## src/pasr_cfg.svh

```systemverilog
// Constants for the shadow register access block
`ifndef PASR_CFG_SVH
`define PASR_CFG_SVH

// Byte address of the shared shadow register
`define PASR_SHD_OFS 8'h30

// Shadow selector codes
`define PASR_CODE_AUX 3'h0
`define PASR_CODE_TEN 3'h1
`define PASR_CODE_PWR 3'h2
`define PASR_CODE_TST 3'h4
`define PASR_CODE_MSC 3'h7

// Storage slots for the shadows
`define PASR_IDX_AUX 0
`define PASR_IDX_TEN 1
`define PASR_IDX_PWR 2
`define PASR_IDX_TST 3
`define PASR_IDX_MSC 4
`define PASR_NUM_SHD 5

// Field positions in the shared register
`define PASR_SEL_HI 2
`define PASR_STORE_LO 3
`define PASR_RDSEL_HI 14
`define PASR_RDSEL_LO 12
`define PASR_WEN_BIT 15
`define PASR_DATA_HI 15

// Positions inside stored bits 15:3
`define PASR_AUX_LPBK 12
`define PASR_AUX_JUMBO 11
`define PASR_AUX_GER_HI 10
`define PASR_AUX_GER_LO 9
`define PASR_AUX_FER_HI 2
`define PASR_AUX_FER_LO 1
`define PASR_MSC_RDSEL_HI 11
`define PASR_MSC_RDSEL_LO 9
`define PASR_MSC_LOW_HI 8

// Reset values of stored bits 15:3 and of the read select
`define PASR_AUX_RST 13'h0080
`define PASR_PWR_RST 13'h000C
`define PASR_RDSEL_RST 3'h0

// Receive frame length limits in bytes
`define PASR_JUMBO_LEN 14'h25F8
`define PASR_STD_LEN 14'h05EE

// AXI responses and full write strobe
`define PASR_RESP_OKAY 2'h0
`define PASR_RESP_SLVERR 2'h2
`define PASR_STRB_FULL 2'h3

`endif

```

## src/pasr_pkg.sv

```systemverilog
// Types for the shadow register access block
`default_nettype none
package pasr_pkg;

    typedef enum logic [1:0] {
        PASR_EDGE_4NS = 2'h0,
        PASR_EDGE_5NS = 2'h1,
        PASR_EDGE_3NS = 2'h2,
        PASR_EDGE_0NS = 2'h3
    } pasr_edge_t;

    typedef struct packed {
        logic aw_have;
        logic w_have;
        logic [7:0] aw_addr;
        logic [15:0] w_data;
        logic [1:0] w_strb;
        logic aw_rdy;
        logic w_rdy;
        logic bvalid;
        logic [1:0] bresp;
        logic ar_rdy;
        logic rvalid;
        logic [15:0] rdata;
        logic [1:0] rresp;
        logic [2:0] rd_sel;
        logic [4:0][12:0] shd;
        logic [13:0] max_len;
    } pasr_state_t;

endpackage
`default_nettype wire

```

## src/pasr_shadow_regs.sv

```systemverilog
// Shadow register bank behind one shared address, AXI4-Lite slave
`include "pasr_cfg.svh"
`default_nettype none
// How it works
// - Low three bits of the shared register select one of five shadows.
// - Selector 111 with bit 15 clear updates only the read select.
// - A read returns the shadow named by the stored read select.
// - Bits 15 to 3 of a shadow write are stored into that shadow.
// - A write goes to the shadow named by its own bits 2 to 0.
// - Writing the miscellaneous shadow needs bit 15 set as enable.
// - Auxiliary bit 15 enables external loopback; resets to zero.
// - Auxiliary bit 14 raises the receive length limit to 9720 bytes.
// - Auxiliary bits 13:12 set the gigabit transmit edge rate.
// - Auxiliary bits 5:4 set the fast transmit edge rate.
module pasr_shadow_regs #(
    parameter logic [13:0] STD_LEN = `PASR_STD_LEN
) (
    input wire logic ref_clk,
    input wire logic rst_b,
    input wire logic [7:0] s_axi_awaddr,
    input wire logic s_axi_awvalid,
    output logic s_axi_awready,
    input wire logic [31:0] s_axi_wdata,
    input wire logic [3:0] s_axi_wstrb,
    input wire logic s_axi_wvalid,
    output logic s_axi_wready,
    output logic [1:0] s_axi_bresp,
    output logic s_axi_bvalid,
    input wire logic s_axi_bready,
    input wire logic [7:0] s_axi_araddr,
    input wire logic s_axi_arvalid,
    output logic s_axi_arready,
    output logic [31:0] s_axi_rdata,
    output logic [1:0] s_axi_rresp,
    output logic s_axi_rvalid,
    input wire logic s_axi_rready,
    output logic ext_loopback,
    output logic rx_ext_len,
    output logic [1:0] gig_edge_rate,
    output logic [1:0] fe_edge_rate,
    output logic [13:0] max_frame_len
);

    localparam logic [4:0][2:0] SHD_CODES = {
        `PASR_CODE_MSC, `PASR_CODE_TST, `PASR_CODE_PWR,
        `PASR_CODE_TEN, `PASR_CODE_AUX
    };

    pasr_pkg::pasr_state_t state_r;
    pasr_pkg::pasr_state_t state_nxt;

    logic wr_fire;
    logic wr_hit;
    logic [2:0] wr_code;
    logic [15:0] rd_val;

    ////////////////////////////////////////////////////////////////////////
    // Write decode from the captured address and data

    assign wr_code = state_r.w_data[`PASR_SEL_HI:0];
    assign wr_hit = (state_r.aw_addr == `PASR_SHD_OFS) &&
                    (state_r.w_strb == `PASR_STRB_FULL);
    assign wr_fire = state_r.aw_have && state_r.w_have && !state_r.bvalid;

    ////////////////////////////////////////////////////////////////////////
    // Read mux over the shadows

    always_comb begin
        rd_val = 16'h0000;
        for (int i = 0; i < `PASR_NUM_SHD; i++) begin
            if (state_r.rd_sel == SHD_CODES[i]) begin
                rd_val = {state_r.shd[i], SHD_CODES[i]};
            end
        end
        if (state_r.rd_sel == `PASR_CODE_MSC) begin
            rd_val[`PASR_RDSEL_HI:`PASR_RDSEL_LO] = state_r.rd_sel;
        end
    end

    ////////////////////////////////////////////////////////////////////////
    // Next state

    always_comb begin
        state_nxt = state_r;
        if (s_axi_awvalid && state_r.aw_rdy) begin
            state_nxt.aw_have = 1'b1;
            state_nxt.aw_addr = s_axi_awaddr;
        end
        if (s_axi_wvalid && state_r.w_rdy) begin
            state_nxt.w_have = 1'b1;
            state_nxt.w_data = s_axi_wdata[15:0];
            state_nxt.w_strb = s_axi_wstrb[1:0];
        end
        if (s_axi_bvalid && s_axi_bready) begin
            state_nxt.bvalid = 1'b0;
        end
        if (wr_fire) begin
            state_nxt.aw_have = 1'b0;
            state_nxt.w_have = 1'b0;
            state_nxt.bvalid = 1'b1;
            state_nxt.bresp = (state_r.aw_addr == `PASR_SHD_OFS) ?
                              `PASR_RESP_OKAY : `PASR_RESP_SLVERR;
            if (wr_hit) begin
                if (wr_code == `PASR_CODE_MSC) begin
                    state_nxt.rd_sel = state_r.w_data[
                        `PASR_RDSEL_HI:`PASR_RDSEL_LO];
                    if (state_r.w_data[`PASR_WEN_BIT]) begin
                        state_nxt.shd[`PASR_IDX_MSC] = state_r.w_data[
                            `PASR_DATA_HI:`PASR_STORE_LO];
                    end
                end else begin
                    for (int i = 0; i < `PASR_IDX_MSC; i++) begin
                        if (wr_code == SHD_CODES[i]) begin
                            state_nxt.shd[i] = state_r.w_data[
                                `PASR_DATA_HI:`PASR_STORE_LO];
                        end
                    end
                end
            end
        end
        if (s_axi_rvalid && s_axi_rready) begin
            state_nxt.rvalid = 1'b0;
        end
        if (s_axi_arvalid && state_r.ar_rdy) begin
            state_nxt.rvalid = 1'b1;
            if (s_axi_araddr == `PASR_SHD_OFS) begin
                state_nxt.rdata = rd_val;
                state_nxt.rresp = `PASR_RESP_OKAY;
            end else begin
                state_nxt.rdata = 16'h0000;
                state_nxt.rresp = `PASR_RESP_SLVERR;
            end
        end
        state_nxt.aw_rdy = !state_nxt.aw_have && !state_nxt.bvalid;
        state_nxt.w_rdy = !state_nxt.w_have && !state_nxt.bvalid;
        state_nxt.ar_rdy = !state_nxt.rvalid;
        state_nxt.max_len =
            state_nxt.shd[`PASR_IDX_AUX][`PASR_AUX_JUMBO] ?
            `PASR_JUMBO_LEN : STD_LEN;
    end

    ////////////////////////////////////////////////////////////////////////
    // State register

    always_ff @(posedge ref_clk) begin
        if (!rst_b) begin
            state_r <= '0;
            state_r.shd[`PASR_IDX_AUX] <= `PASR_AUX_RST;
            state_r.shd[`PASR_IDX_PWR] <= `PASR_PWR_RST;
            state_r.rd_sel <= `PASR_RDSEL_RST;
            state_r.max_len <= STD_LEN;
        end else begin
            state_r <= state_nxt;
        end
    end

    ////////////////////////////////////////////////////////////////////////
    // Outputs

    assign s_axi_awready = state_r.aw_rdy;
    assign s_axi_wready = state_r.w_rdy;
    assign s_axi_bvalid = state_r.bvalid;
    assign s_axi_bresp = state_r.bresp;
    assign s_axi_arready = state_r.ar_rdy;
    assign s_axi_rvalid = state_r.rvalid;
    assign s_axi_rdata = {16'h0000, state_r.rdata};
    assign s_axi_rresp = state_r.rresp;
    assign ext_loopback = state_r.shd[`PASR_IDX_AUX][`PASR_AUX_LPBK];
    assign rx_ext_len = state_r.shd[`PASR_IDX_AUX][`PASR_AUX_JUMBO];
    assign gig_edge_rate = state_r.shd[`PASR_IDX_AUX][
        `PASR_AUX_GER_HI:`PASR_AUX_GER_LO];
    assign fe_edge_rate = state_r.shd[`PASR_IDX_AUX][
        `PASR_AUX_FER_HI:`PASR_AUX_FER_LO];
    assign max_frame_len = state_r.max_len;

    logic aux_wr;
    logic msc_sel_wr;
    logic msc_full_wr;
    logic ten_wr;
    logic ar_hit;
    logic ar_take;
    logic ar_miss;
    logic wr_miss;
    logic wr_part;
    logic wr_unk;

    assign aux_wr = wr_fire && wr_hit && (wr_code == `PASR_CODE_AUX);
    assign ten_wr = wr_fire && wr_hit && (wr_code == `PASR_CODE_TEN);
    assign msc_sel_wr = wr_fire && wr_hit &&
        (wr_code == `PASR_CODE_MSC) && !state_r.w_data[`PASR_WEN_BIT];
    assign msc_full_wr = wr_fire && wr_hit &&
        (wr_code == `PASR_CODE_MSC) && state_r.w_data[`PASR_WEN_BIT];
    assign ar_hit = s_axi_arvalid && s_axi_arready &&
        (s_axi_araddr == `PASR_SHD_OFS);
    assign ar_take = s_axi_arvalid && s_axi_arready;
    assign ar_miss = ar_take && (s_axi_araddr != `PASR_SHD_OFS);
    assign wr_miss = wr_fire && (state_r.aw_addr != `PASR_SHD_OFS);
    assign wr_part = wr_fire && (state_r.aw_addr == `PASR_SHD_OFS) &&
        (state_r.w_strb != `PASR_STRB_FULL);
    assign wr_unk = wr_fire && wr_hit && !(wr_code inside {`PASR_CODE_AUX,
        `PASR_CODE_TEN, `PASR_CODE_PWR, `PASR_CODE_TST, `PASR_CODE_MSC});
endmodule // pasr_shadow_regs
`default_nettype wire

```

## config.mk

```make
export PLATFORM = sky130hd
export DESIGN_NAME = pasr_shadow_regs
export DESIGN_NICKNAME = d
export VERILOG_FILES = /design/src/pasr_pkg.sv /design/src/pasr_shadow_regs.sv
export VERILOG_INCLUDE_DIRS = /design/src
export SDC_FILE = /design/constraint.sdc
export NUM_CORES = 1
export LEC_CHECK = 0
export BUFFER_PORTS_ARGS = -buffer_cell sky130_fd_sc_hd__clkbuf_2
export CAP_MARGIN = 25
export CORE_MARGIN = 2
export CORE_UTILIZATION = 55
export CTS_CLUSTER_DIAMETER = 150
export CTS_CLUSTER_SIZE = 8
export DETAILED_ROUTE_END_ITERATION = 10
export PLACE_DENSITY = 0.81
export SYNTH_ARGS = -nofsm -noshare
export SYNTH_HDL_FRONTEND = slang
export SYNTH_SLANG_ARGS = --single-unit
```

## constraint.sdc

```tcl
create_clock -name ref_clk -period 4.7 [get_ports ref_clk]
set_input_delay 0.47 -clock ref_clk [delete_from_list [all_inputs] [get_ports ref_clk]]
set_output_delay 0.47 -clock ref_clk [all_outputs]
set_load 0.01 [all_outputs]
```

# Word level (Yosys, flattened, before mapping)
# Cells that the tools add are included.
[totals] reg_bits=135 out_inout_bits=61 latch_bits=0 n_memories=0 elab_cells=76 in_bits=59 romBits=0 mem_bits_rw=0
[op_classes] n_shift=0 n_mul=0 n_div=0 n_addsub=0 n_lt_le_gt_ge=0 reduce_logical=23 n_mux=20 eq_ne=11 bitwise_logic=1
[op_table] operator="$mux 16" n=5
[op_table] operator="$mux 12" n=4
[op_table] operator="$reduce_and 4->1" n=5
[op_table] operator="$mux 19" n=1
[op_table] operator="$mux 18" n=1
[op_table] operator="$eq 8x6->1 const B" n=2
[op_table] operator="$mux 14" n=1
[op_table] operator="$eq 3x3->1 const B" n=4
[op_table] operator="$logic_and 1x1->1" n=10
[op_table] operator="$eq 3x1->1 const B" n=2
[op_table] operator="$eq 3x2->1 const B" n=2
[op_table] operator="$logic_not 3->1" n=2
[op_table] operator="$mux 3" n=2
[op_table] operator="$logic_not 1->1" n=5
[op_table] operator="$mux 1" n=4
[op_table] operator="$mux 2" n=2
[op_table] operator="$reduce_and 3->1" n=1
[op_table] operator="$eq 2x2->1 const B" n=1
[op_table] operator="$not 1->1" n=1

# Logic depth before layout (Yosys ltp)
# Gate-level depths: netlist (run 1).
[logic_depth] depth_word=10 depth_mapped=6 ltp_nobuf=4

# Least setup slack after synthesis (run 1)
# OpenSTA, ideal clock, no wires.
[synth_timing] path_kind="input to register" from="input s_axi_araddr[0]" to="register state_r, in the netlist s_axi_rdata[10]" setup_ns=0.087 path_buffers=1 t_required_ns=4.613 t_arrival_ns=1.729 slack_ns=2.884 stages=5 cell_sequence="or4b_1 -> nor3_4 -> nand2_2 -> buf_6 -> o31ai_1"
[synth_via] elab_chain_len=2
[synth_rtl] element="start, declared" line="pasr_shadow_regs.sv:30" source="input wire logic [7:0] s_axi_araddr,"
[synth_rtl] element="$eq 8x6->1 (no line)"
[synth_rtl] element="$mux 18" line="pasr_shadow_regs.sv:126" source="if (s_axi_araddr == `PASR_SHD_OFS) begin"
[synth_rtl] element="end signal, assigned" line="pasr_shadow_regs.sv:153" source="state_r <= state_nxt;"
[synth_rtl] element="end, declared" line="pasr_shadow_regs.sv:49" source="pasr_pkg::pasr_state_t state_r;"
# Every way passes these cells.
# A chain may end at the register's enable or synchronous reset.

# Final worst setup path (run 1)
[layout_timing] from="register state_r[80] in the netlist's numbering" to="register state_r, in the netlist s_axi_rdata[2]"
[layout_via] elab_chain_len=6 word_cells_on_any_way=9 cone_classes="4 x eq/ne; 5 x mux"
[layout_rtl] element="$eq 3x1->1" line="pasr_shadow_regs.sv:71" source="if (state_r.rd_sel == SHD_CODES[i]) begin"
[layout_rtl] element="$mux 16 (3 in series)" line="pasr_shadow_regs.sv:71"
[layout_rtl] element="$mux 16 *" line="pasr_shadow_regs.sv:71"
[layout_rtl] element="$mux 18 *" line="pasr_shadow_regs.sv:126"
# Every way passes the cells marked *; elsewhere a longest branch is shown, timed or not.

==> results of run 1 <==
-- logic make-up (layout without fill, tap and decap cells) --
| family | count (synthesis) | after routing |
|---|---|---|
| mux | 78 | 78 |
| flops | 117 | 117 |
| compound gates | 77 | 77 |
| simple gates | 204 | 204 |
| xor+xnor | 2 | 2 |
| buf+inv | 91 | 110 |
| other cells | 2 | 28 |
-- critical path, stage by stage (launching register included) --
cell and delay (ns):
dfxtp_1 0.63, nor2_1 0.96, o21ai_0 0.28, nand2b_1 0.20, a21boi_0 0.14
-- area by class of cell --
type                    instances  area, um^2  share of cell area, %
clock inverters                 7        92.6                   1.56
repair buffers                 77         399                   6.74
inverters                       1        3.75                 0.0634
flip-flops and latches        117        2340                   39.6
clock buffers                  25         504                   8.52
well taps                     129         161                   2.73
multi-input cells             389        2420                   40.8
-- state kept, by name (all words and copies together), names as in the netlist, 2 cells and up --
| name | count |
|---|---|
| fe_edge_rate | 2 |
| gig_edge_rate | 2 |
| max_frame_len | 2 |
| s_axi_rdata | 16 |
| state_r | 87 |
-- worst min-delay path by stage --
stage / to / slack, ns / cells after the start
final: state_r[127]$_SDFFE_PN0P_ / 0.18 / 3
after global routing: state_r[131]$_SDFFE_PN0P_ / 0.18 / 3
after CTS: state_r[127]$_SDFFE_PN0P_ / 0.17 / 3
after detailed placement: state_r[64]$_SDFFE_PN0P_ / 0.44 / 2
after global placement: s_axi_rdata[15]$_SDFFE_PN0P_ / 0.44 / 2
after floorplan: s_axi_rdata[10]$_SDFFE_PN0P_ / 0.43 / 2
-- routing by layer --
layer  vias to the layer above  GRT usage [%]  wire length (um)
met1                      1785           28.9              4910
met3                        14           6.00               523
met5                         -              0                 0
li1                       1920              -                 -
met2                       108           33.7              4930
met4                         0           7.80               137
-- placed cells by master (no fill, tap or decap), drive strengths merged, types with 3 or more instances in the layout --
master      n
nand2     146
buf         5
clkinvlp    3
nor2       15
nor3b       4
nor3        3
a211oi     12
a221oi     10
a21oi       7
nand2b      4
o31ai      12
dfxtp     117
mux2i      77
clkinv      3
nor2b      11
clkbuf     97
and2        5
a21boi     29
conb       28
and3        3
-- power by group through the flow --
stage,logic (mW),registers [mW],clock network (mW)
finish,0.0944,1.02,1.28
global route,0.107,1.02,1.34
CTS,0.0946,1.02,1.29
detailed placement,0.0939,1.04,0
global placement,0.0908,1.04,0
floorplan,0.0812,1.04,0
-- stage by stage --
step	instances	utilization [%]	hold WS, ns	setup WS, ns	power (mW)
floorplan	597	-	0.426	2.88	1.12
global placement	712	57.5	0.441	2.46	1.13
CTS	745	64.1	0.166	2.40	2.40
finish	745	64.1	0.176	2.41	2.39
global route	745	64.1	0.182	2.20	2.47
detailed placement	713	57.6	0.445	2.37	1.14
==> impl_metrics.csv, run 1 <==
group,metric,value,unit
status,status,"completed",
synth,synthAdderAreaFrac,0,%
place,hpwl,7160,um
pwr,p_sw_share,21.5,%
cts,htree_levels,4,
layout,final_design_area_no_fill,0.00592,mm^2
sta,worstMarginPinSlew,1.06,ns
critical_path,reg2reg_slack,2.41,ns
drt,routedWlPerCell,14.1,um
layout,drive_gt1_share,18.7,%
drt,totalWireLength,10500,um
min_path,hp-class,"input pin to flop",
drt,via_per_inst,5.14,
floorplanning,core,0.00924,mm^2
synth,ys_ff_latch,117,
global_routing,antenna_found_initial,0,
sta,finalSetupViolations,0,
critical_path,r2r_end,"s_axi_rdata[2]$_SDFFE_PN0P_",
layout,fillerInstances,728,
sta,finalSetupTns,0,ns
critical_path,crit-reg2reg-launch,"state_r[80]$_SDFFE_PN0P_",
pwr,p_int,1.88,mW
cts,ctsHoldBuffers,0,
sta,max-slew-margin-rel,29.3,%
layout,syn2layout_area_growth,12.9,%
job,cap_violations,0,
layout,antenna_cells,0,
sta,finalHoldViolations,0,
synth,yosysMostFrequentCell,"nand2_1",
synth,synth_top_flop_cell,"dfxtp_1",
sta,rsz0062_at_grt,"no",
place,io_buffers,73,
sta,finClkSkew,0.00928,ns
floorplanning,die_width,102,um
place,place_area,0.00532,mm^2
min_path,worstHoldStart,"s_axi_awaddr[2]",
global_routing,grt_use_total,21.7,%
synth,avgSynthCellArea,9.18,um^2
floorplanning,die-area,0.0103,mm^2
global_routing,grt-ovfl-total,0,
global_routing,grt_pass1_vias,3657,
cts,clk-insertion-delay-late,0.52,ns
pwr,clkPwrFrac,53.4,%
synth,synth_mux_area_share,14.9,%
synth,synth_common_cells,"145 x nand2_1, 117 x dfxtp_1, 77 x mux2i_1",
drt,drtAntennaViolNets,0,
pwr,ir_drop,0.210,mV
critical_path,crit_fanout,19,
drt,dr.pass1.iters,4,
pwr,seq_power_share,42.6,%
floorplanning,rows,35,
drt,dr_total_vias,3827,
critical_path,critical_path.endpoint_type,"flop",
sta,period_needed,2.29,ns
layout,final_nets,662,
synth,synth_top_family_by_area,"simple AND/OR/NAND/NOR gates",
synth,syn-instance-count,571,
pwr,p_leak,2.43,nW
synth,synth_cell_types,40,
place,gp_congestion,0.785,
sta,fmax,436,MHz
floorplanning,die_h,102,um
synth,synthArstFlopShare,0,%
cts,cts_root_buf,"clkbuf_8",
drt,dr.first_iter.drc_count,178,
critical_path,cp-startpoint,"state_r[80]$_SDFFE_PN0P_",
cts,cts_inserted_buffers,17,
pwr,comb_power_share,3.9,%
critical_path,r2r_cells,4,
global_routing,grt_pass1_wl,17500,um
synth,yosys.area_share.simple,17.9,%
sta,drv_slew,0,
floorplanning,io_pins,120,
cts,clock-sinks,117,
synth,synth-seq-area-share,44.7,%
synth,syn_area,0.00524,mm^2
critical_path,crit_arrival,2.74,ns
synth,synth_top_cell_area_share,44.7,%
critical_path,worst-setup-path-type,"flop to flop",
cts,path_clk_slew,0.06,ns
synth,yosys_warnings,0,
floorplanning,initial_core_util,56.8,%
drt,drcViolationCount,0,
critical_path,endpoint,"s_axi_rdata[2]$_SDFFE_PN0P_",
synth,synth_area_leader_cell,"dfxtp_1",
cts,cts.repair.resized,0,
critical_path,critPathLaunchType,"flop",
critical_path,cp.required,5.15,ns
pwr,power_density,404,mW/mm^2
global_routing,grt_max_degree,67,
synth,synthTopCellsByArea,"dfxtp_1 45%, mux2i_1 15%, nand2_1 10%",
synth,synth_edf_count,0,
sta,fin_crit_sh,48.8,%
pwr,power_switching,0.514,mW
cts,cts_tree,"built",
synth,synth-compound-area-share,10.9,%
synth,synthXorXnorAreaFrac,0.334,%
cts,cts_setup_buffers,0,
cts,clockBufferDepth,2,
Power figures use the tool's default switching activity.
==> run 2, diff against run 1 <==
--- a/config.mk
+++ b/config.mk
@@ -9,11 +9,11 @@
 export BUFFER_PORTS_ARGS = -buffer_cell sky130_fd_sc_hd__clkbuf_2
 export CAP_MARGIN = 25
 export CORE_MARGIN = 2
-export CORE_UTILIZATION = 55
+export CORE_UTILIZATION = 49
 export CTS_CLUSTER_DIAMETER = 150
 export CTS_CLUSTER_SIZE = 8
 export DETAILED_ROUTE_END_ITERATION = 10
-export PLACE_DENSITY = 0.81
+export PLACE_DENSITY = 0.76
 export SYNTH_ARGS = -nofsm -noshare
 export SYNTH_HDL_FRONTEND = slang
 export SYNTH_SLANG_ARGS = --single-unit
==> constraint.sdc (replaced) <==
create_clock -name ref_clk -period 1.8 [get_ports ref_clk]
set_input_delay 0.18 -clock ref_clk [delete_from_list [all_inputs] [get_ports ref_clk]]
set_output_delay 0.18 -clock ref_clk [all_outputs]
set_load 0.01 [all_outputs]
==> run 2 against run 1 <==
Power grew to 2.7 times the previous value. Clock-buffer cell count is 3 lower. Final cell count is 7.1% higher. Critical path depth is 3 higher. Sequential share of layout area is 3.1 points lower. First-iteration DRC count is 20% lower. Sequential power grew to 2.6 times the previous value.
==> impl_metrics.csv, run 2 (synthesis results as in run 1) <==
group,metric,value,unit
layout,layout_commonest_cell,"nand2_1",
floorplanning,core,0.0104,mm^2
layout,drive_gt1_share,20.2,%
layout,final_cell_mix,"145 x nand2_1, 115 x dfxtp_1, 77 x mux2i_1, 72 x clkbuf_2",
job,cap_violations,0,
min_path,hp-class,"input pin to flop",
sta,fin_crit_sh,97.7,%
drt,dr_total_vias,4035,
status,status,"completed",
layout,multi_input_area,0.00243,mm^2
pwr,p_int,5.08,mW
floorplanning,die_h,107,um
layout,fillerInstances,830,
pwr,p_sw_share,20.6,%
layout,antenna_cells,0,
place,gp_congestion,0.744,
drt,via_per_inst,5.06,
pwr,power_density,993,mW/mm^2
cts,clock-sinks,117,
drt,totalWireLength,11500,um
place,hpwl,7450,um
floorplanning,io_pins,120,
drt,drcViolationCount,0,
global_routing,antenna_found_initial,0,
place,io_buffers,73,
cts,cts_root_buf,"clkbuf_8",
cts,cts_inserted_buffers,17,
cts,htree_levels,4,
floorplanning,initial_core_util,50.6,%
layout,top_register,"state_r",
sta,worst_hold_slack,0.0716,ns
floorplanning,rows,37,
drt,drtAntennaViolNets,0,
layout,seqCellArea,0.00234,mm^2
critical_path,critical_path.endpoint_type,"flop",
sta,drv_slew,0,
global_routing,grt_max_degree,45,
sta,fmax,569,MHz
sta,finClkSkew,0.00899,ns
sta,worstMarginPinSlew,0.600,ns
pwr,comb_power_share,4.7,%
cts,clk-insertion-delay-late,0.50,ns
cts,cts_tree,"built",
sta,finalHoldViolations,0,
layout,final_nets,708,
critical_path,critPathLaunchType,"flop",
pwr,p_leak,2.67,nW
drt,routedWlPerCell,14.4,um
global_routing,grt_pass1_wl,19000,um
critical_path,worst-setup-path-type,"flop to flop",
global_routing,grt_use_total,20.6,%
layout,syn2layout_area_growth,22.8,%
layout,largest_reg_flops,87,
global_routing,grt_pass1_vias,4037,
critical_path,crit_arrival,2.18,ns
global_routing,grt-ovfl-total,0,
place,place_area,0.00547,mm^2
floorplanning,die_width,107,um
layout,final_design_area_no_fill,0.00644,mm^2
cts,clockBufferDepth,2,
pwr,clkPwrFrac,53.5,%
critical_path,crit_fanout,7,
place,dpl_worst_slack,0.0768,ns
pwr,seq_power_share,41.8,%
cts,path_clk_slew,0.06,ns
pwr,power,6.39,mW
sta,period_needed,1.76,ns
floorplanning,die-area,0.0115,mm^2
critical_path,cp.required,2.22,ns
pwr,ir_drop,0.671,mV
pwr,power_switching,1.31,mW
drt,dr.pass1.iters,5,
sta,rsz0062_at_grt,"yes",
sta,max-slew-margin-rel,60.0,%
drt,dr.first_iter.drc_count,142,
sta,fin_ws,0.0415,ns
sta,finalSetupViolations,0,
==> run 2: cell type report <==
cell class,count,share of cell area (%)
inverter,1,0.0583
clock buffer,22,7.04
clock inverter,10,2.37
sequential,117,36.4
multi-input combinational,389,37.8
timing repair buffer,123,13.7
tap,136,2.64
==> run 2: timing repair <==
| action | in CTS | in global routing |
|---|---|---|
| buffers inserted | 0 | 2 |
| endpoints found under the setup margin | 0 | 34 |
| endpoints found under the hold margin | 29 | 0 |
| hold buffers | 29 | 0 |
| resized for setup | 0 | 8 |
==> run 2: worst paths after layout <==
kind	cells past startpoint	slack (ns)	startpoint	end
max reg2reg	7	0.04	state_r[133]$_SDFF_PN0_	state_r[61]$_SDFFE_PN0P_
max	7	0.04	state_r[133]$_SDFF_PN0_	state_r[61]$_SDFFE_PN0P_
min	2	0.07	rst_b	s_axi_rdata[2]$_SDFFE_PN0P_
min reg2reg	2	0.45	s_axi_rdata[13]$_SDFFE_PN0P_	s_axi_rdata[13]$_SDFFE_PN0P_
==> run 2: power groups by stage <==
stage | logic, mW | clock network (mW) | registers (mW)
final | 0.301 | 3.42 | 2.67
after CTS | 0.297 | 3.45 | 2.67
after detailed placement | 0.247 | 0 | 2.72
after global routing | 0.337 | 3.58 | 2.67
after global placement | 0.239 | 0 | 2.72
after floorplan | 0.212 | 0 | 2.72
==> run 2: per-layer routing <==
metal | routed length, um | global-route usage [%] | vias up
li1 | - | - | 2014
met1 | 5140 | 25.7 | 1899
met2 | 5630 | 35.7 | 115
met3 | 611 | 5.51 | 7
met4 | 80 | 4.85 | 0
met5 | 0 | 0 | -
==> run 2: metrics by stage <==
stage | utilization (%) | instances | setup TNS (ns)
after floorplan | - | 597 | 0
after global placement | 52.8 | 734 | 0
after detailed placement | 52.8 | 734 | 0
after CTS | 61.4 | 795 | 0
after global routing | 62.1 | 798 | -0.561
final | 62.1 | 798 | 0
==> run 2: worst max-delay path, cell delays in order (launching register included) <==
cell and delay, ns:
dfxtp_1 0.41, nor3b_1 0.28, nand4_2 0.17, buf_6 0.17, nor3b_4 0.17, buf_6 0.14, buf_12 0.13, mux2i_1 0.20
